File: src/qfbs_consts.svh
// constants shared by both ends of the queue flag bus sequencer
// assumes one clock that stands for both the read and the write clock
`ifndef QFBS_CONSTS_SVH
`define QFBS_CONSTS_SVH

`define QFBS_ADDR_W      8      // queue address width
`define QFBS_QUEUES      32     // queues held by one device
`define QFBS_QUAD_W      8      // queues per quadrant, bus width
`define QFBS_CHAIN_W     3      // chain position code width
`define QFBS_CHAIN_MSB   7      // chain code field, high bit
`define QFBS_CHAIN_LSB   5      // chain code field, low bit
`define QFBS_QUEUE_MSB   4      // queue within device, high bit
`define QFBS_QUAD_MSB    4      // quadrant field, high bit
`define QFBS_QUAD_LSB    3      // quadrant field, low bit
`define QFBS_FIRST_QUAD  2'h0   // quadrant 1
`define QFBS_LAST_QUAD   2'h3   // quadrant 4
`define QFBS_BUS_IDLE    8'hFF  // bus level with nobody driving (pull-up)

`endif

File: src/qfbs_pkg.sv
// types shared by both ends of the queue flag bus sequencer
// assumes qfbs_consts.svh is on the include path
`include "qfbs_consts.svh"

package qfbs_pkg;

  // flag bus operating mode, fixed at reset
  typedef enum logic {
    QFBS_DIRECT = 1'b0,
    QFBS_POLLED = 1'b1
  } qfbs_mode_t;

  // quadrant number, 0 stands for quadrant 1
  typedef logic [1:0] qfbs_quad_t;

  // queue address as seen on both ports
  typedef logic [`QFBS_ADDR_W-1:0] qfbs_addr_t;

endpackage

File: src/qfbs_if.sv
// link between the flag sequencing device and its controller
// assumes a pull-up on every shared line; resolves the three-state lines
`timescale 1ns/10ps
`default_nettype none
`include "qfbs_consts.svh"

interface qfbs_if;
  logic       flagModeSelect;        // strap, high selects polled
  logic [7:0] almostEmptyBusN;       // driven quadrant, active low
  logic       almostEmptyBusOe;      // device drives almost-empty bus
  logic       emptyBusSync;          // high with quadrant 1 shown
  logic       emptyTokenIn;          // token from previous device
  logic       emptyTokenOut;         // token to next device
  logic [7:0] almostFullBusN;        // driven quadrant, active low
  logic       almostFullBusOe;       // device drives almost-full bus
  logic       fullBusSync;           // high with quadrant 1 shown
  logic       fullTokenIn;           // token from previous device
  logic       fullTokenOut;          // token to next device
  logic       queueFullFlagN;        // full flag, active low
  logic       queueFullFlagOe;       // device drives full flag line
  logic       almostEmptyBusStrobe;  // direct quadrant select, read side
  logic       almostFullBusStrobe;   // direct quadrant select, write side
  logic [7:0] readQueueAddress;      // read port address
  logic [7:0] writeQueueAddress;     // write port address
  logic       writeAddressEnable;    // write queue selection
  logic       serialProgramDoneN;    // low once programming is over

  // resolved line levels, pulled high when undriven
  wire [7:0] almostEmptyLine = almostEmptyBusOe ? almostEmptyBusN
                                                : `QFBS_BUS_IDLE;
  wire [7:0] almostFullLine  = almostFullBusOe ? almostFullBusN
                                               : `QFBS_BUS_IDLE;
  wire       fullFlagLine    = queueFullFlagOe ? queueFullFlagN : 1'b1;

  modport device (
    input  flagModeSelect, emptyTokenIn, fullTokenIn,
    input  almostEmptyBusStrobe, almostFullBusStrobe,
    input  readQueueAddress, writeQueueAddress, writeAddressEnable,
    output almostEmptyBusN, almostEmptyBusOe, emptyBusSync, emptyTokenOut,
    output almostFullBusN, almostFullBusOe, fullBusSync, fullTokenOut,
    output queueFullFlagN, queueFullFlagOe, serialProgramDoneN
  );

  modport controller (
    output flagModeSelect, emptyTokenIn, fullTokenIn,
    output almostEmptyBusStrobe, almostFullBusStrobe,
    output readQueueAddress, writeQueueAddress, writeAddressEnable,
    input  emptyBusSync, emptyTokenOut, fullBusSync, fullTokenOut,
    input  almostEmptyBusOe, almostFullBusOe, serialProgramDoneN,
    input  almostEmptyLine, almostFullLine, fullFlagLine
  );
endinterface

`default_nettype wire

File: src/qfbs_device.sv
// flag bus sequencer, device end: polled and direct quadrant flag buses,
// token chain and the shared full flag
// assumes clk stands for both read and write clock, reset_n is master reset
// Functional notes
// - polled: empty quadrants 1..4 in turn, wrap
// - empty sync high only with quadrant 1
// - polled: full quadrants 1..4 in turn, wrap
// - full sync high only with quadrant 1
// - empty token pulses with final quadrant shown
// - token in loads quadrant 1 next edge
// - single device: token in looped or low
// - chain tokens ring from last to first
// - full flag shows new queue next cycle
// - write new queue only when not full
// - only owning device drives full flag
// - flag mode latched at master reset
// - direct: full strobe selects addressed quadrant
// - strobes held low until programming done
// - direct: empty strobe selects addressed quadrant
// - top three address bits match chain code
`timescale 1ns/10ps
`default_nettype none
`include "qfbs_consts.svh"

module qfbs_device #(
  parameter int QUEUES = `QFBS_QUEUES   // queues per device
) (
  input  wire logic                       clk,
  input  wire logic                       reset_n,
  input  wire logic [`QFBS_CHAIN_W-1:0]   chainPositionCode,
  input  wire logic                       chainMaster,
  input  wire logic                       programDone,
  input  wire logic [QUEUES-1:0]          almostEmptyStatus,
  input  wire logic [QUEUES-1:0]          almostFullStatus,
  input  wire logic [QUEUES-1:0]          queueFull,
  qfbs_if.device                          link
);
  import qfbs_pkg::*;

  // strap capture; the strap pins are only trusted while reset is low
  qfbs_mode_t                 flagMode;        // latched bus mode
  qfbs_mode_t                 next_flagMode;
  logic [`QFBS_CHAIN_W-1:0]   chainCode;       // latched chain position
  logic [`QFBS_CHAIN_W-1:0]   next_chainCode;
  logic                       progDoneN;       // registered done, low true
  logic                       next_progDoneN;

  // strap and programming status, next values
  always_comb begin
    next_flagMode  = flagMode;
    next_chainCode = chainCode;
    next_progDoneN = ~programDone;
    if (!reset_n) begin
      // sampled on every clock edge while master reset is low, held afterwards
      next_flagMode  = qfbs_mode_t'(link.flagModeSelect);
      next_chainCode = chainPositionCode;
      next_progDoneN = 1'b1;
    end
  end

  // strap registers
  always_ff @(posedge clk) begin
    flagMode  <= next_flagMode;
    chainCode <= next_chainCode;
    progDoneN <= next_progDoneN;
  end

  assign link.serialProgramDoneN = progDoneN;

  // both flag buses use copies of one sequencer, index 0 empty side, 1 full side
  logic [QUEUES-1:0]       sideStatus [2];   // active high status
  logic                    sideStrobe [2];   // direct quadrant strobe
  qfbs_addr_t              sideAddr   [2];   // port address
  logic                    sideTokIn  [2];   // token from previous device
  logic [`QFBS_QUAD_W-1:0] sideBusN   [2];   // registered bus, low true
  logic                    sideOe     [2];   // registered bus enable
  logic                    sideSync   [2];   // registered sync
  logic                    sideTokOut [2];   // registered token pulse

  assign sideStatus[0] = almostEmptyStatus;
  assign sideStatus[1] = almostFullStatus;
  assign sideStrobe[0] = link.almostEmptyBusStrobe;
  assign sideStrobe[1] = link.almostFullBusStrobe;
  assign sideAddr[0]   = link.readQueueAddress;
  assign sideAddr[1]   = link.writeQueueAddress;
  assign sideTokIn[0]  = link.emptyTokenIn;
  assign sideTokIn[1]  = link.fullTokenIn;

  genvar s;
  generate
    for (s = 0; s < 2; s++) begin : g_side
      logic                    own;        // holds the bus token
      logic                    next_own;
      qfbs_quad_t              quad;       // next quadrant, or selected one
      qfbs_quad_t              next_quad;
      logic [`QFBS_QUAD_W-1:0] busN;
      logic [`QFBS_QUAD_W-1:0] next_busN;
      logic                    oe;
      logic                    next_oe;
      logic                    sync;
      logic                    next_sync;
      logic                    tok;
      logic                    next_tok;
      logic                    hit;        // address names this device

      // device select on the top address bits
      assign hit = (sideAddr[s][`QFBS_CHAIN_MSB:`QFBS_CHAIN_LSB]
                    == chainCode);

      // sequencer next values
      always_comb begin
        qfbs_quad_t shown;
        shown     = `QFBS_FIRST_QUAD;
        next_own  = own;
        next_quad = quad;
        next_busN = busN;
        next_oe   = oe;
        next_sync = 1'b0;
        next_tok  = 1'b0;
        if (!reset_n) begin
          // the chain master starts with the token after reset
          next_own  = chainMaster;
          next_quad = `QFBS_FIRST_QUAD;
          next_busN = `QFBS_BUS_IDLE;
          next_oe   = 1'b0;
        end else if (flagMode == QFBS_POLLED) begin
          if (own || sideTokIn[s]) begin
            // an arriving token restarts at quadrant 1 unless this device already owns the bus
            shown     = own ? quad : `QFBS_FIRST_QUAD;
            // eight queues per quadrant, one bit each
            next_busN = ~sideStatus[s][{shown, 3'h0} +: `QFBS_QUAD_W];
            next_oe   = 1'b1;
            next_sync = (shown == `QFBS_FIRST_QUAD);
            next_quad = shown + 2'h1;
            next_own  = (shown != `QFBS_LAST_QUAD);
            next_tok  = (shown == `QFBS_LAST_QUAD);
          end else begin
            // another device in the chain owns the bus
            next_oe = 1'b0;
          end
        end else begin
          if (sideStrobe[s]) begin
            if (hit) begin
              next_quad = sideAddr[s][`QFBS_QUAD_MSB:`QFBS_QUAD_LSB];
              next_oe   = 1'b1;
            end else begin
              // strobe aimed at another device releases the bus
              next_oe   = 1'b0;
            end
          end
          // selected quadrant tracks live status every edge
          next_busN = ~sideStatus[s][{next_quad, 3'h0} +: `QFBS_QUAD_W];
        end
      end

      // sequencer registers
      always_ff @(posedge clk) begin
        own  <= next_own;
        quad <= next_quad;
        busN <= next_busN;
        oe   <= next_oe;
        sync <= next_sync;
        tok  <= next_tok;
      end

      assign sideBusN[s]   = busN;
      assign sideOe[s]     = oe;
      assign sideSync[s]   = sync;
      assign sideTokOut[s] = tok;
    end
  endgenerate

  assign link.almostEmptyBusN  = sideBusN[0];
  assign link.almostEmptyBusOe = sideOe[0];
  assign link.emptyBusSync     = sideSync[0];
  assign link.emptyTokenOut    = sideTokOut[0];
  assign link.almostFullBusN   = sideBusN[1];
  assign link.almostFullBusOe  = sideOe[1];
  assign link.fullBusSync      = sideSync[1];
  assign link.fullTokenOut     = sideTokOut[1];

  // full flag of the selected write queue
  logic [`QFBS_QUEUE_MSB:0] ffQueue;       // selected queue in this device
  logic [`QFBS_QUEUE_MSB:0] next_ffQueue;
  logic                     ffN;           // full flag, low true
  logic                     next_ffN;
  logic                     ffOe;          // owns the shared full line
  logic                     next_ffOe;
  logic                     wrHit;         // write address names us

  assign wrHit = (link.writeQueueAddress[`QFBS_CHAIN_MSB:`QFBS_CHAIN_LSB]
                  == chainCode);

  // full flag next values
  always_comb begin
    next_ffQueue = ffQueue;
    next_ffOe    = ffOe;
    if (!reset_n) begin
      next_ffQueue = '0;
      next_ffOe    = 1'b0;
    end else if (link.writeAddressEnable) begin
      // any selection moves line ownership to the addressed device
      next_ffOe = wrHit;
      if (wrHit) begin
        next_ffQueue = link.writeQueueAddress[`QFBS_QUEUE_MSB:0];
      end
    end
    // flag follows the newly selected queue from the next cycle on
    next_ffN = reset_n ? ~queueFull[next_ffQueue] : 1'b1;
  end

  // full flag registers
  always_ff @(posedge clk) begin
    ffQueue <= next_ffQueue;
    ffN     <= next_ffN;
    ffOe    <= next_ffOe;
  end

  assign link.queueFullFlagN  = ffN;
  assign link.queueFullFlagOe = ffOe;

endmodule

`default_nettype wire

File: src/flat_wrapper.sv
// flat-port wrapper written by rule: the top's interface ports become plain ports
module qfbs_device_flat import qfbs_pkg::*;
#(
  parameter int QUEUES = `QFBS_QUEUES                       
)
  (clk, reset_n, chainPositionCode, chainMaster, programDone, almostEmptyStatus, almostFullStatus, queueFull, link_flagModeSelect, link_emptyTokenIn, link_fullTokenIn, link_almostEmptyBusStrobe, link_almostFullBusStrobe, link_readQueueAddress, link_writeQueueAddress, link_writeAddressEnable, link_almostEmptyBusN, link_almostEmptyBusOe, link_emptyBusSync, link_emptyTokenOut, link_almostFullBusN, link_almostFullBusOe, link_fullBusSync, link_fullTokenOut, link_queueFullFlagN, link_queueFullFlagOe, link_serialProgramDoneN);
  qfbs_if link_i ();
  input  wire logic clk;
  input  wire logic reset_n;
  input  wire logic [`QFBS_CHAIN_W-1:0] chainPositionCode;
  input  wire logic chainMaster;
  input  wire logic programDone;
  input  wire logic [QUEUES-1:0] almostEmptyStatus;
  input  wire logic [QUEUES-1:0] almostFullStatus;
  input  wire logic [QUEUES-1:0] queueFull;
  input wire logic [$bits(link_i.flagModeSelect)-1:0] link_flagModeSelect;
  input wire logic [$bits(link_i.emptyTokenIn)-1:0] link_emptyTokenIn;
  input wire logic [$bits(link_i.fullTokenIn)-1:0] link_fullTokenIn;
  input wire logic [$bits(link_i.almostEmptyBusStrobe)-1:0] link_almostEmptyBusStrobe;
  input wire logic [$bits(link_i.almostFullBusStrobe)-1:0] link_almostFullBusStrobe;
  input wire logic [$bits(link_i.readQueueAddress)-1:0] link_readQueueAddress;
  input wire logic [$bits(link_i.writeQueueAddress)-1:0] link_writeQueueAddress;
  input wire logic [$bits(link_i.writeAddressEnable)-1:0] link_writeAddressEnable;
  output wire logic [$bits(link_i.almostEmptyBusN)-1:0] link_almostEmptyBusN;
  output wire logic [$bits(link_i.almostEmptyBusOe)-1:0] link_almostEmptyBusOe;
  output wire logic [$bits(link_i.emptyBusSync)-1:0] link_emptyBusSync;
  output wire logic [$bits(link_i.emptyTokenOut)-1:0] link_emptyTokenOut;
  output wire logic [$bits(link_i.almostFullBusN)-1:0] link_almostFullBusN;
  output wire logic [$bits(link_i.almostFullBusOe)-1:0] link_almostFullBusOe;
  output wire logic [$bits(link_i.fullBusSync)-1:0] link_fullBusSync;
  output wire logic [$bits(link_i.fullTokenOut)-1:0] link_fullTokenOut;
  output wire logic [$bits(link_i.queueFullFlagN)-1:0] link_queueFullFlagN;
  output wire logic [$bits(link_i.queueFullFlagOe)-1:0] link_queueFullFlagOe;
  output wire logic [$bits(link_i.serialProgramDoneN)-1:0] link_serialProgramDoneN;
  assign link_i.flagModeSelect = link_flagModeSelect;
  assign link_i.emptyTokenIn = link_emptyTokenIn;
  assign link_i.fullTokenIn = link_fullTokenIn;
  assign link_i.almostEmptyBusStrobe = link_almostEmptyBusStrobe;
  assign link_i.almostFullBusStrobe = link_almostFullBusStrobe;
  assign link_i.readQueueAddress = link_readQueueAddress;
  assign link_i.writeQueueAddress = link_writeQueueAddress;
  assign link_i.writeAddressEnable = link_writeAddressEnable;
  assign link_almostEmptyBusN = link_i.almostEmptyBusN;
  assign link_almostEmptyBusOe = link_i.almostEmptyBusOe;
  assign link_emptyBusSync = link_i.emptyBusSync;
  assign link_emptyTokenOut = link_i.emptyTokenOut;
  assign link_almostFullBusN = link_i.almostFullBusN;
  assign link_almostFullBusOe = link_i.almostFullBusOe;
  assign link_fullBusSync = link_i.fullBusSync;
  assign link_fullTokenOut = link_i.fullTokenOut;
  assign link_queueFullFlagN = link_i.queueFullFlagN;
  assign link_queueFullFlagOe = link_i.queueFullFlagOe;
  assign link_serialProgramDoneN = link_i.serialProgramDoneN;
  qfbs_device #(.QUEUES(QUEUES)) u_core (.clk(clk), .reset_n(reset_n), .chainPositionCode(chainPositionCode), .chainMaster(chainMaster), .programDone(programDone), .almostEmptyStatus(almostEmptyStatus), .almostFullStatus(almostFullStatus), .queueFull(queueFull), .link(link_i));
endmodule
File: config.mk
export PLATFORM = sky130hd
export DESIGN_NAME = qfbs_device_flat
export DESIGN_NICKNAME = d
export VERILOG_FILES = /design/src/qfbs_pkg.sv /design/src/qfbs_if.sv /design/src/qfbs_device.sv /design/src/flat_wrapper.sv
export VERILOG_INCLUDE_DIRS = /design/src
export SDC_FILE = /design/constraint.sdc
export NUM_CORES = 1
export LEC_CHECK = 0
export BUFFER_PORTS_ARGS = -buffer_cell sky130_fd_sc_hd__buf_2
export CAP_MARGIN = 5
export CORE_MARGIN = 1.5
export CORE_UTILIZATION = 45
export CTS_CLUSTER_DIAMETER = 30
export DETAILED_ROUTE_END_ITERATION = 6
export PLACE_DENSITY = 0.78
export SYNTH_ARGS = -nofsm -noshare
export SYNTH_HDL_FRONTEND = slang
export SYNTH_SLANG_ARGS = --single-unit
File: constraint.sdc
create_clock -name clk -period 7.5 [get_ports clk]
set_clock_uncertainty 0.15 [all_clocks]
set_input_delay 1.5 -clock clk [delete_from_list [all_inputs] [get_ports clk]]
set_output_delay 1.5 -clock clk [all_outputs]
set_load 0.01 [all_outputs]
# Word-level counts from Yosys, hierarchy flattened
# Index checks and enable logic that the tools add are counted.
# totals
regBits	40
latchBits	0
mem_bits_rw	0
mem_bits_ro	0
inputBits	125
out_inout_bits	25
wordCells	89
memories	0
# classes
add_sub_neg	2
n_mul	0
n_div	0
order_cmp	1
eq_ne	11
shifts	4
muxes	37
bitwise_logic	6
n_reduce_logical	10
# op_table
op	n
$shiftx A32 B6 Y8	4
$mux W8	4
$not A8 Y8	4
$mux W2	14
$mux W1	15
$mux W5	3
$ne A2 B2 Y1 const B	4
$eq A3 B3 Y1	2
$lt A5 B6 Y1 const B	1
$ne A2 B1 Y1 const B	3
$reduce_and A3 Y1	2
$bmux W1 S5	1
$add A2 B1 Y2 const B	2
$eq A2 B2 Y1 const B	2
$logic_not A2 Y1	2
$reduce_and A2 Y1	2
$reduce_bool A2 Y1	2
$logic_or A1 B1 Y1	2
$not A1 Y1	2

# Depth between registers and ports, before layout
# Gate-level depths: netlist of run 1.
# depth
word_depth	8
ltp_mapped	9
ltp_nobuf	8

# Worst setup path before layout of run 1
# No wires, ideal clock.
# synth_path
kind	in2reg
startpoint	input link_writeQueueAddress[5]
endpoint	register u_core.ffN, in the netlist u_core.link.queueFullFlagN
arrival_ns	3.199
t_required_ns	7.289
slack_ns	4.090
stages	8
n_path_buf	1
cell_sequence	xor2_1 and4bb_4 buf_2 nand2_1 a21oi_1 mux4_2 a22oi_1 and4_1
# synth_via
elab_chain_len	7
# synth_lines
item	line	rtl
start: declaration	flat_wrapper.sv:22	input wire logic [$bits(link_i.writeQueueAddress)-1:0] link_writeQueueAddress;
$eq A3 B3 Y1	qfbs_device.sv:191	assign wrHit = (link.writeQueueAddress[`QFBS_CHAIN_MSB:`QFBS_CHAIN_LSB]
$mux W5	qfbs_device.sv:204	if (wrHit) begin
$mux W5	qfbs_device.sv:201	end else if (link.writeAddressEnable) begin
$mux W5	qfbs_device.sv:198	if (!reset_n) begin
via u_core.next_ffQueue[1]	qfbs_device.sv:184	logic [`QFBS_QUEUE_MSB:0] next_ffQueue;
$bmux W1 S5	qfbs_device.sv:209	next_ffN = reset_n ? ~queueFull[next_ffQueue] : 1'b1;
$mux W1 (implied by the code)	qfbs_device.sv:209	
$not A1 Y1	qfbs_device.sv:209	
end signal: assignment	qfbs_device.sv:215	ffN <= next_ffN;
end: declaration	qfbs_device.sv:185	logic ffN;
# The timed path passes the listed nets, and every way through them passes these cells. The select of a mux whose other input is x is not followed.
# A chain may end at the register's enable or synchronous reset.

# Final worst setup path of run 1
# Ends and elaborated chain as after synthesis.

==> results.yml, run 1 <==
outcome:
  status: "complete, no violations"
floorplanning:
  fp-row-count: 30
  dieArea_sq_mm: 0.00756
  io_pins: 150
  fp.dieH_um: 86.9
  core_sq_mm: 0.00679
  start_util_pct: 46.7
  die_w_um: 86.9
cts:
  cts_tree: "yes"
  post_cts_buffers: 0
  clockBufferDepth: 2
  clk-insertion-delay-late_ns: 0.29
  cts-root-buf: "clkbuf_8"
  hold_buffers: 0
  cts_buffers: 5
  h-tree-depth: 2
  cts_resized: 0
  cts_sinks: 40
  cts.clk_slew.worst_paths_ns: 0.09
yosys:
  synth_seq_cells: 40
  syn_area_sq_mm: 0.00317
  synth-warning-count: 0
  synth_async_sr_flop_share_pct: 0
  syn_inst: 371
  synth_nets: 500
  ys_types: 44
  synth_flop_cell: "dfxtp_1"
  syn_area_per_cell_sq_um: 8.55
  ys_seq_area_share_pct: 27.2
  synth_edf_count: 6
timing:
  setup_tns_ns: 0
  report.final.slew_viol_count: 0
  tightest_slew_ns: 0.836
  finalCritPeriodShare_pct: 49.7
  hold_violations: 0
  fmax_ghz: 0.268
  rsz0062_at_grt: "no"
  relSlewSlack_pct: 43.1
  min_period_ns: 3.73
  setup_violations: 0
worst_setup_path:
  path_delay_family: "multiplexers"
  max_stage_delay_ns: 0.56
  r2r_start: "u_core.chainCode[2]$_DFFE_PN_"
  critPathBufInv: 2
  rr_worst_depth: 7
  cp_data_arrival_time_ns: 3.82
  critPathCaptureType: "flop"
  r2r_end: "u_core.link.queueFullFlagN$_SDFF_PN1_"
  path_max_fanout: 9
  ff2ff_setup_slack_ns: 4.64
  cp_slowest_cell: "nand4bb_1"
  path_cells: "buf_2, xor2_1, nand4bb_1, mux2i_4, inv_4, mux4_2, a22oi_1, and4_1"
  cp.required_ns: 7.59
  crit_type: "input pin to flop"
  start_kind: "input pin"
power:
  vdd_drop_max_v: 0.0000714
  p_leak_nw: 1.91
  power-per-cell-area_mw_per_mm2: 151
worst_hold_path:
  hp-start: "u_core.link.queueFullFlagOe$_SDFFE_PN0P_"
  holdPathStages: 2
  hold_end: "u_core.link.queueFullFlagOe$_SDFFE_PN0P_"
  min_path_type: "flop to flop"
placement:
  hpwl_mm: 6.47
  gp_congestion: 0.828
  dp.cells: 592
  portBuffers: 146
detailed_routing:
  ant_nets: 0
  dr.pass1.iters: 4
  vias: 3361
  viasPerCell: 5.60
  wl_per_cell_um: 14.6
  drt_first_iter_violations: 104
  drc: 0
  wl_mm: 8.75
finish:
  area_growth_pct: 27.4
  layout-drive-gt1-share_pct: 37.5
  layout.nets: 632
  layout.cells.non_filler: 600
  antennaDiodeCount: 0
grt:
  antenna_found_initial: 0
  grt_pass1_vias: 3123
  track_usage_pct: 22.4
  grt_pass1_wl_mm: 13.7
  overflow: 0
  grt_max_degree: 35
flow_run:
  maxCapViolCount: 0
-- state kept, by name (all words and copies together), names as in the netlist, 2 cells and up --
register / flops
u_core.link.almostFullBusN: 8
u_core.chainCode: 3
u_core.ffQueue: 5
u_core.link.almostEmptyBusN: 8
u_core.g_side.quad: 4
u_core.g_side.own: 2
-- synthesized netlist by cell type (all sizes together), types with 2 or more instances --
cell | n | area, sq um
nand2 | 59 | 221
mux2i | 51 | 531
o211ai | 51 | 383
dfxtp | 34 | 681
mux2 | 20 | 225
clkbuf | 19 | 71.3
a21oi | 17 | 85.1
nand3 | 17 | 85.1
a211oi | 14 | 105
nor2b | 10 | 62.6
nor2 | 8 | 30.0
buf | 6 | 37.5
edfxtp | 6 | 180
inv | 6 | 25.0
and4 | 5 | 43.8
o21ai | 5 | 25.0
ha | 4 | 50.1
nand2b | 4 | 25.0
xnor2 | 4 | 42.6
a21o | 2 | 15.0
a221oi | 2 | 17.5
a22oi | 2 | 15.0
and2 | 2 | 12.5
and3 | 2 | 12.5
clkinv | 2 | 7.51
mux4 | 2 | 45.0
nand3b | 2 | 15.0
nor3 | 2 | 10.0
nor3b | 2 | 15.0
o21a | 2 | 15.0
or2 | 2 | 12.5
xor2 | 2 | 17.5
-- worst reg2reg max path: stages (launching register included) --
cell and delay (ns):
edfxtp_1 0.44, xnor2_2 0.24, nand4bb_1 0.49, mux2i_4 0.43
inv_4 0.16, mux4_2 0.52, a22oi_1 0.18, and4_1 0.20
-- report_power, final --
| part | internal, mW | total (mW) | switching [mW] |
|---|---|---|---|
| clock network | 0.0735 | 0.150 | 0.0766 |
| registers | 0.237 | 0.254 | 0.0173 |
| logic | 0.102 | 0.206 | 0.104 |
-- cell usage in the layout (no fill, tap or decap), drive strengths merged, types with 4 or more instances in the layout --
cell,instances
a21oi,17
a211oi,14
o211ai,51
nor2,8
clkbuf,6
nand2b,4
buf,150
mux2i,51
nand3,17
edfxtp,6
ha,4
nor2b,10
xnor2,4
inv,6
dfxtp,34
o21ai,5
and4,5
mux2,20
nand2,59
clkinv,4
-- layout make-up --
cell class | count | area [sq um]
Fill cell | 632 | 2760
Multi-Input combinational cell | 298 | 2170
Sequential cell | 40 | 861
Timing Repair Buffer | 150 | 761
Tap cell | 96 | 120
Clock buffer | 6 | 82.6
Inverter | 8 | 32.5
Clock inverter | 2 | 10.0
-- kinds of logic after synthesis --
family	synth area share (%)
AND/OR/NAND/NOR	18.3
AO/OA/AOI/OAI	21.4
multiplexers	25.3
flip-flops	27.2
buffers and inverters	4.46
XOR/XNOR	1.89
adder cells (fa/ha/maj)	1.58
-- per-layer routing --
metal	up-vias	part of all wire (%)	GRT usage, %
li1	1664	-	-
met1	1557	43	27.3
met2	128	49	40.9
met3	12	6.3	4.08
met4	0	1.3	4.99
met5	-	0	0
-- metrics by stage --
step                hold slack (ns)  cell area (sq um)  setup slack, ns  power (mW)  util [%]
floorplan                     0.343               3170             4.09       0.389         -
global placement              0.308               3950             3.53       0.458      58.1
detailed placement            0.328               3950             3.49       0.464      58.1
CTS                           0.342               4040             3.80       0.617      59.4
global route                  0.360               4040             3.62       0.647      59.4
finish                        0.335               4040             3.77       0.610      59.4
-- worst max-delay path by stage --
| stage | start | end | slack [ns] | cells past startpoint |
|---|---|---|---|---|
| 2_1_floorplan | link_writeQueueAddress[5] | u_core.link.queueFullFlagN$_SDFF_PN1_ | 4.09 | 8 |
| 3_3_place_gp | link_writeQueueAddress[5] | u_core.link.queueFullFlagN$_SDFF_PN1_ | 3.53 | 8 |
| 3_5_place_dp | link_writeQueueAddress[5] | u_core.link.queueFullFlagN$_SDFF_PN1_ | 3.49 | 8 |
| 4_1_cts | link_writeQueueAddress[5] | u_core.link.queueFullFlagN$_SDFF_PN1_ | 3.80 | 8 |
| 5_1_grt | link_writeQueueAddress[5] | u_core.link.queueFullFlagN$_SDFF_PN1_ | 3.62 | 9 |
| 6_report | link_writeQueueAddress[5] | u_core.link.queueFullFlagN$_SDFF_PN1_ | 3.77 | 8 |
(Power assumes the default switching activity.)
==> inputs of run 2 (changes only) <==
==> constraint.sdc (replaced) <==
create_clock -name clk -period 3.71 [get_ports clk]
set_clock_uncertainty 0.15 [all_clocks]
set_input_delay 0.742 -clock clk [delete_from_list [all_inputs] [get_ports clk]]
set_output_delay 0.742 -clock clk [all_outputs]
set_load 0.01 [all_outputs]
==> results.yml, run 2 (synthesis gave the netlist of run 1 again) <==
timing:
  setup_tns_ns: 0
  holdWs_ns: 0.321
  setup_violations: 0
  min_period_ns: 2.68
  fmax_ghz: 0.372
  rsz0062_at_grt: "no"
  report.final.slew_viol_count: 0
  relSlewSlack_pct: 36.7
  hold_violations: 0
  tightest_slew_ns: 0.949
  finalCritPeriodShare_pct: 72.4
finish:
  stdcell_area_sq_mm: 0.00409
  multiInputGateArea_sq_mm: 0.00217
  final_common_cell: "buf_2"
  antennaDiodeCount: 0
  layout.nets: 635
  regArea_sq_um: 861
  layout_common_cells: "buf_2, nand2_1, o211ai_1"
  area_growth_pct: 29.0
  layout-drive-gt1-share_pct: 37.9
  fillCellCount: 618
grt:
  track_usage_pct: 22.5
  grt_pass1_wl_mm: 13.8
  gr-usage-met2_pct: 39.6
  grt_use_met3_pct: 3.13
  antenna_found_initial: 0
  met1_usage_pct: 28.8
  overflow: 0
  gr-max-usage-layer: "met2"
  grt_pass1_vias: 3117
  grt_max_degree: 35
detailed_routing:
  wl_per_cell_um: 14.4
  wl_mm: 8.70
  dr.pass1.iters: 4
  ant_nets: 0
  drt_first_iter_violations: 147
  vias: 3360
  drc: 0
  viasPerCell: 5.57
floorplanning:
  fp-row-count: 30
  fp.dieH_um: 86.9
  io_pins: 150
  core_sq_mm: 0.00679
  dieArea_sq_mm: 0.00756
  die_w_um: 86.9
  start_util_pct: 46.7
worst_setup_path:
  path_max_fanout: 9
  start_kind: "input pin"
  cp_data_arrival_time_ns: 2.73
  max_stage_delay_ns: 0.36
  cp_slowest_cell: "mux2i_4"
  cp.required_ns: 3.75
  path_cells: "buf_2, xor2_1, nand4bb_1, buf_4, mux2i_4, inv_4, mux2i_1, a211oi_1, o211ai_1, and4_1"
  critPathCaptureType: "flop"
  crit_type: "input pin to flop"
power:
  seq_power_share_pct: 39.7
  vdd_drop_max_v: 0.000201
  switching_share_pct: 30.8
  p_leak_nw: 1.94
  clockPowerShare_pct: 28.2
  power_switching_mw: 0.399
  power_frac_comb_pct: 32.1
  power-per-cell-area_mw_per_mm2: 317
  p_int_mw: 0.898
cts:
  cts_sinks: 40
  cts_tree: "yes"
  h-tree-depth: 2
  clockBufferDepth: 2
  post_cts_buffers: 0
  cts_resized: 0
  hold_buffers: 0
  cts_buffers: 5
  clk-insertion-delay-late_ns: 0.29
  cts-root-buf: "clkbuf_8"
  cts.clk_slew.worst_paths_ns: 0.08
flow_run:
  maxCapViolCount: 0
placement:
  portBuffers: 146
  gp_congestion: 0.845
  hpwl_mm: 6.42
  dpl_cell_area_sq_mm: 0.00397
worst_hold_path:
  min_path_type: "flop to flop"
outcome:
  status: "complete, no violations"
run 2: critical path, delay by kind of cell:
kind	cells	cell delay [ns]
XOR/XNOR	1	0.23
buffers and inverters	3	0.41
AND/OR/NAND/NOR	2	0.38
AO/OA/AOI/OAI	2	0.45
multiplexers	2	0.51
run 2: cell type report:
| type | instances | share of cell area (%) |
|---|---|---|
| clock buffers | 8 | 2.97 |
| inverters | 8 | 0.795 |
| multi-input cells | 298 | 53.1 |
| flip-flops and latches | 40 | 21.0 |
| well taps | 96 | 2.94 |
| repair buffers | 153 | 19.1 |
run 2: final timing paths:
path / startpoint / end / slack, ns / cells after the start
worst min-delay path: u_core.link.queueFullFlagOe$_SDFFE_PN0P_ / u_core.link.queueFullFlagOe$_SDFFE_PN0P_ / 0.32 / 2
worst min register to register: u_core.link.queueFullFlagOe$_SDFFE_PN0P_ / u_core.link.queueFullFlagOe$_SDFFE_PN0P_ / 0.32 / 2
worst max register to register: u_core.chainCode[0]$_DFFE_PN_ / u_core.link.queueFullFlagN$_SDFF_PN1_ / 1.16 / 9
worst max-delay path: link_writeQueueAddress[5] / u_core.link.queueFullFlagN$_SDFF_PN1_ / 1.03 / 10
run 2: power by group through the flow:
stage / combinational, mW / clock, mW / sequential [mW]
2_1_floorplan: 0.268 / 0 / 0.519
3_3_place_gp: 0.406 / 0 / 0.524
3_5_place_dp: 0.416 / 0 / 0.524
4_1_cts: 0.418 / 0.378 / 0.514
5_1_grt: 0.461 / 0.394 / 0.520
6_report: 0.416 / 0.365 / 0.515
run 2: routing by layer:
metal / vias to the layer above / routed length [um] / share of wire [%]
li1: 1665 / - / -
met1: 1576 / 3930 / 45
met2: 111 / 4210 / 48
met3: 8 / 452 / 5.2
met4: 0 / 110 / 1.3
met5: - / 0 / 0
run 2: through the flow:
| step | total power, mW | worst slack (ns) | instances | util, % |
|---|---|---|---|---|
| 5_1_grt | 1.37 | 0.803 | 603 | 60.2 |
| 3_5_place_dp | 0.940 | 0.727 | 595 | 58.4 |
| 4_1_cts | 1.31 | 1.04 | 603 | 60.2 |
| 2_1_floorplan | 0.787 | 1.06 | 371 | - |
| 3_3_place_gp | 0.929 | 0.775 | 595 | 58.4 |
| 6_report | 1.30 | 1.03 | 603 | 60.2 |
==> inputs of run 3 (changes only) <==
--- a/config.mk
+++ b/config.mk
@@ -6,6 +6,7 @@
 export SDC_FILE = /design/constraint.sdc
 export NUM_CORES = 1
 export LEC_CHECK = 0
+export ABC_AREA = 1
 export BUFFER_PORTS_ARGS = -buffer_cell sky130_fd_sc_hd__buf_2
 export CAP_MARGIN = 5
 export CORE_MARGIN = 1.5
==> constraint.sdc (replaced) <==
create_clock -name clk -period 2.6 [get_ports clk]
set_clock_uncertainty 0.15 [all_clocks]
set_input_delay 0.52 -clock clk [delete_from_list [all_inputs] [get_ports clk]]
set_output_delay 0.52 -clock clk [all_outputs]
set_load 0.01 [all_outputs]
==> results.yml, run 3 <==
yosys:
  syn_area_per_cell_sq_um: 6.25
  synth-warning-count: 0
  yosysTopAreaCellShare_pct: 22.1
  synth_async_sr_flop_share_pct: 0
  synth_flop_cell: "dfxtp_1"
  synth_seq_cells: 40
  ys_seq_area_share_pct: 27.9
  synthTopCellsByArea: "dfxtp_1, nand2_1, o21ai_0"
  yosysMostFrequentCell: "nand2_1"
  ys_types: 34
  synth_edf_count: 6
  yosys-top-cells-count: "nand2_1, inv_1, o21ai_0, nand3_1, dfxtp_1"
  syn_inst: 494
  syn_area_sq_mm: 0.00309
  synth_nets: 623
  synth_top_cell_by_area: "dfxtp_1"
floorplanning:
  fp.dieH_um: 85.8
  core_sq_mm: 0.00649
  die_w_um: 85.8
  io_pins: 150
  fp-row-count: 29
  start_util_pct: 47.5
  dieArea_sq_mm: 0.00736
power:
  power_frac_comb_pct: 35.6
  vdd_drop_max_v: 0.000308
  clockPowerShare_pct: 26.5
  total_power_mw: 1.92
  power_switching_mw: 0.657
  p_leak_nw: 2.06
  seq_power_share_pct: 37.9
  switching_share_pct: 34.1
  p_int_mw: 1.27
  power-per-cell-area_mw_per_mm2: 479
detailed_routing:
  viasPerCell: 5.53
  drt_first_iter_violations: 306
  ant_nets: 0
  vias: 3946
  wl_mm: 9.87
  dr.pass1.iters: 5
  wl_per_cell_um: 13.8
  drc: 0
cts:
  post_cts_buffers: 0
  cts.clk_slew.worst_paths_ns: 0.08
  clk-insertion-delay-late_ns: 0.29
  h-tree-depth: 2
  cts_tree: "yes"
  cts_sinks: 40
  cts-root-buf: "clkbuf_8"
  cts_resized: 0
  cts_buffers: 5
  hold_buffers: 0
  clockBufferDepth: 2
worst_setup_path:
  cp.required_ns: 2.69
  cp_data_arrival_time_ns: 2.30
  path_max_fanout: 9
  crit_type: "flop to flop"
  start_kind: "flop"
  critPathCaptureType: "flop"
  ff2ff_setup_slack_ns: 0.38
grt:
  overflow: 0
  grt_pass1_vias: 3753
  grt_max_degree: 24
  antenna_found_initial: 0
  grt_pass1_wl_mm: 16.0
  track_usage_pct: 26.3
placement:
  gp_congestion: 0.904
  portBuffers: 146
  dp.cells: 705
  post-place-ws_ns: 0.264
  dpl_cell_area_sq_mm: 0.00389
  hpwl_mm: 7.34
finish:
  layout.cells.non_filler: 713
  antennaDiodeCount: 0
  stdcell_area_sq_mm: 0.00401
  multiInputGateArea_sq_mm: 0.00191
  layout_common_cells: "buf_2, nand2_1, inv_1, o21ai_0, nand3_1"
  layout.nets: 764
  fillCellCount: 622
  area_growth_pct: 30.0
  final_common_cell: "buf_2"
  layout-drive-gt1-share_pct: 29.2
  regArea_sq_um: 861
flow_run:
  maxCapViolCount: 0
timing:
  setup_tns_ns: 0
  finalCritPeriodShare_pct: 85.3
  setup_violations: 0
  setup_ws_ns: 0.382
  min_period_ns: 2.22
  report.final.slew_viol_count: 0
  fmax_ghz: 0.451
  tightest_slew_ns: 0.798
  relSlewSlack_pct: 46.6
  rsz0062_at_grt: "no"
  hold_violations: 0
outcome:
  status: "complete, no violations"
worst_hold_path:
  min_path_type: "input pin to flop"
[run 3: cell types whose count changed after synthesis, sizes merged, moves of 20 or more]
cell,before,now
inv,6,50
mux2,20,0
mux2i,51,1
nand2,59,135
nand3,17,45
nand4,1,24
nor2,8,30
o211ai,51,14
o21ai,5,70
[run 3: layout make-up]
| class | instances | share of cell area, % |
|---|---|---|
| clock buffer | 8 | 3.02 |
| inverter | 51 | 4.77 |
| multi-input combinational | 377 | 47.5 |
| sequential | 40 | 21.5 |
| tap | 77 | 2.40 |
| timing repair buffer | 160 | 20.8 |
[run 3: power by group through the flow]
stage / clock network (mW) / registers [mW] / logic (mW)
final: 0.510 / 0.729 / 0.684
after global routing: 0.546 / 0.737 / 0.764
after CTS: 0.521 / 0.729 / 0.676
after detailed placement: 0 / 0.743 / 0.673
after global placement: 0 / 0.741 / 0.658
after floorplan: 0 / 0.753 / 0.409
[run 3: per-stage QoR]
step | util, % | hold slack, ns
floorplan | - | 0.327
global placement | 59.9 | 0.298
detailed placement | 59.9 | 0.312
CTS | 61.8 | 0.234
global route | 61.8 | 0.241
finish | 61.8 | 0.238
[run 3: logic make-up (layout without fill, tap and decap cells)]
group / after synthesis / in the layout / synth area share (%)
simple gates: 249 / 249 / 37.1
compound gates: 121 / 121 / 21.9
buf+inv: 77 / 219 / 10.3
flops: 40 / 40 / 27.9
fa+ha+maj: 4 / 4 / 1.62
xor+xnor: 2 / 2 / 0.811
mux: 1 / 1 / 0.324
[run 3: path summary, 6_finish.rpt]
check                           depth (start not counted)                                        from                                    endpoint
worst min-delay path                                    2                                 programDone   u_core.link.serialProgramDoneN$_SDFF_PN1_
worst max register to register                         11               u_core.chainCode[2]$_DFFE_PN_       u_core.link.queueFullFlagN$_SDFF_PN1_
worst min register to register                          2  u_core.link.almostFullBusN[7]$_SDFFE_PN1P_  u_core.link.almostFullBusN[7]$_SDFFE_PN1P_
worst max-delay path                                   11               u_core.chainCode[2]$_DFFE_PN_       u_core.link.queueFullFlagN$_SDFF_PN1_
[run 3: worst max-delay path, stage by stage, from the launching register on]
cell,delay (ns)
edfxtp_1,0.45
xnor2_2,0.35
nand3_4,0.19
nand2_1,0.12
nand3_2,0.20
inv_2,0.23
nand3_1,0.10
nand3_1,0.08
nand3_1,0.08
nand3b_1,0.10
nand2_1,0.06
inv_1,0.05
[run 3: layer usage]
| metal | vias to the layer above | global-route usage (%) | share of wire, % |
|---|---|---|---|
| li1 | 1957 | - | - |
| met1 | 1761 | 31.6 | 40 |
| met2 | 208 | 47.8 | 49 |
| met3 | 20 | 3.85 | 9.0 |
| met4 | 0 | 8.80 | 2.1 |
| met5 | - | 0 | 0 |
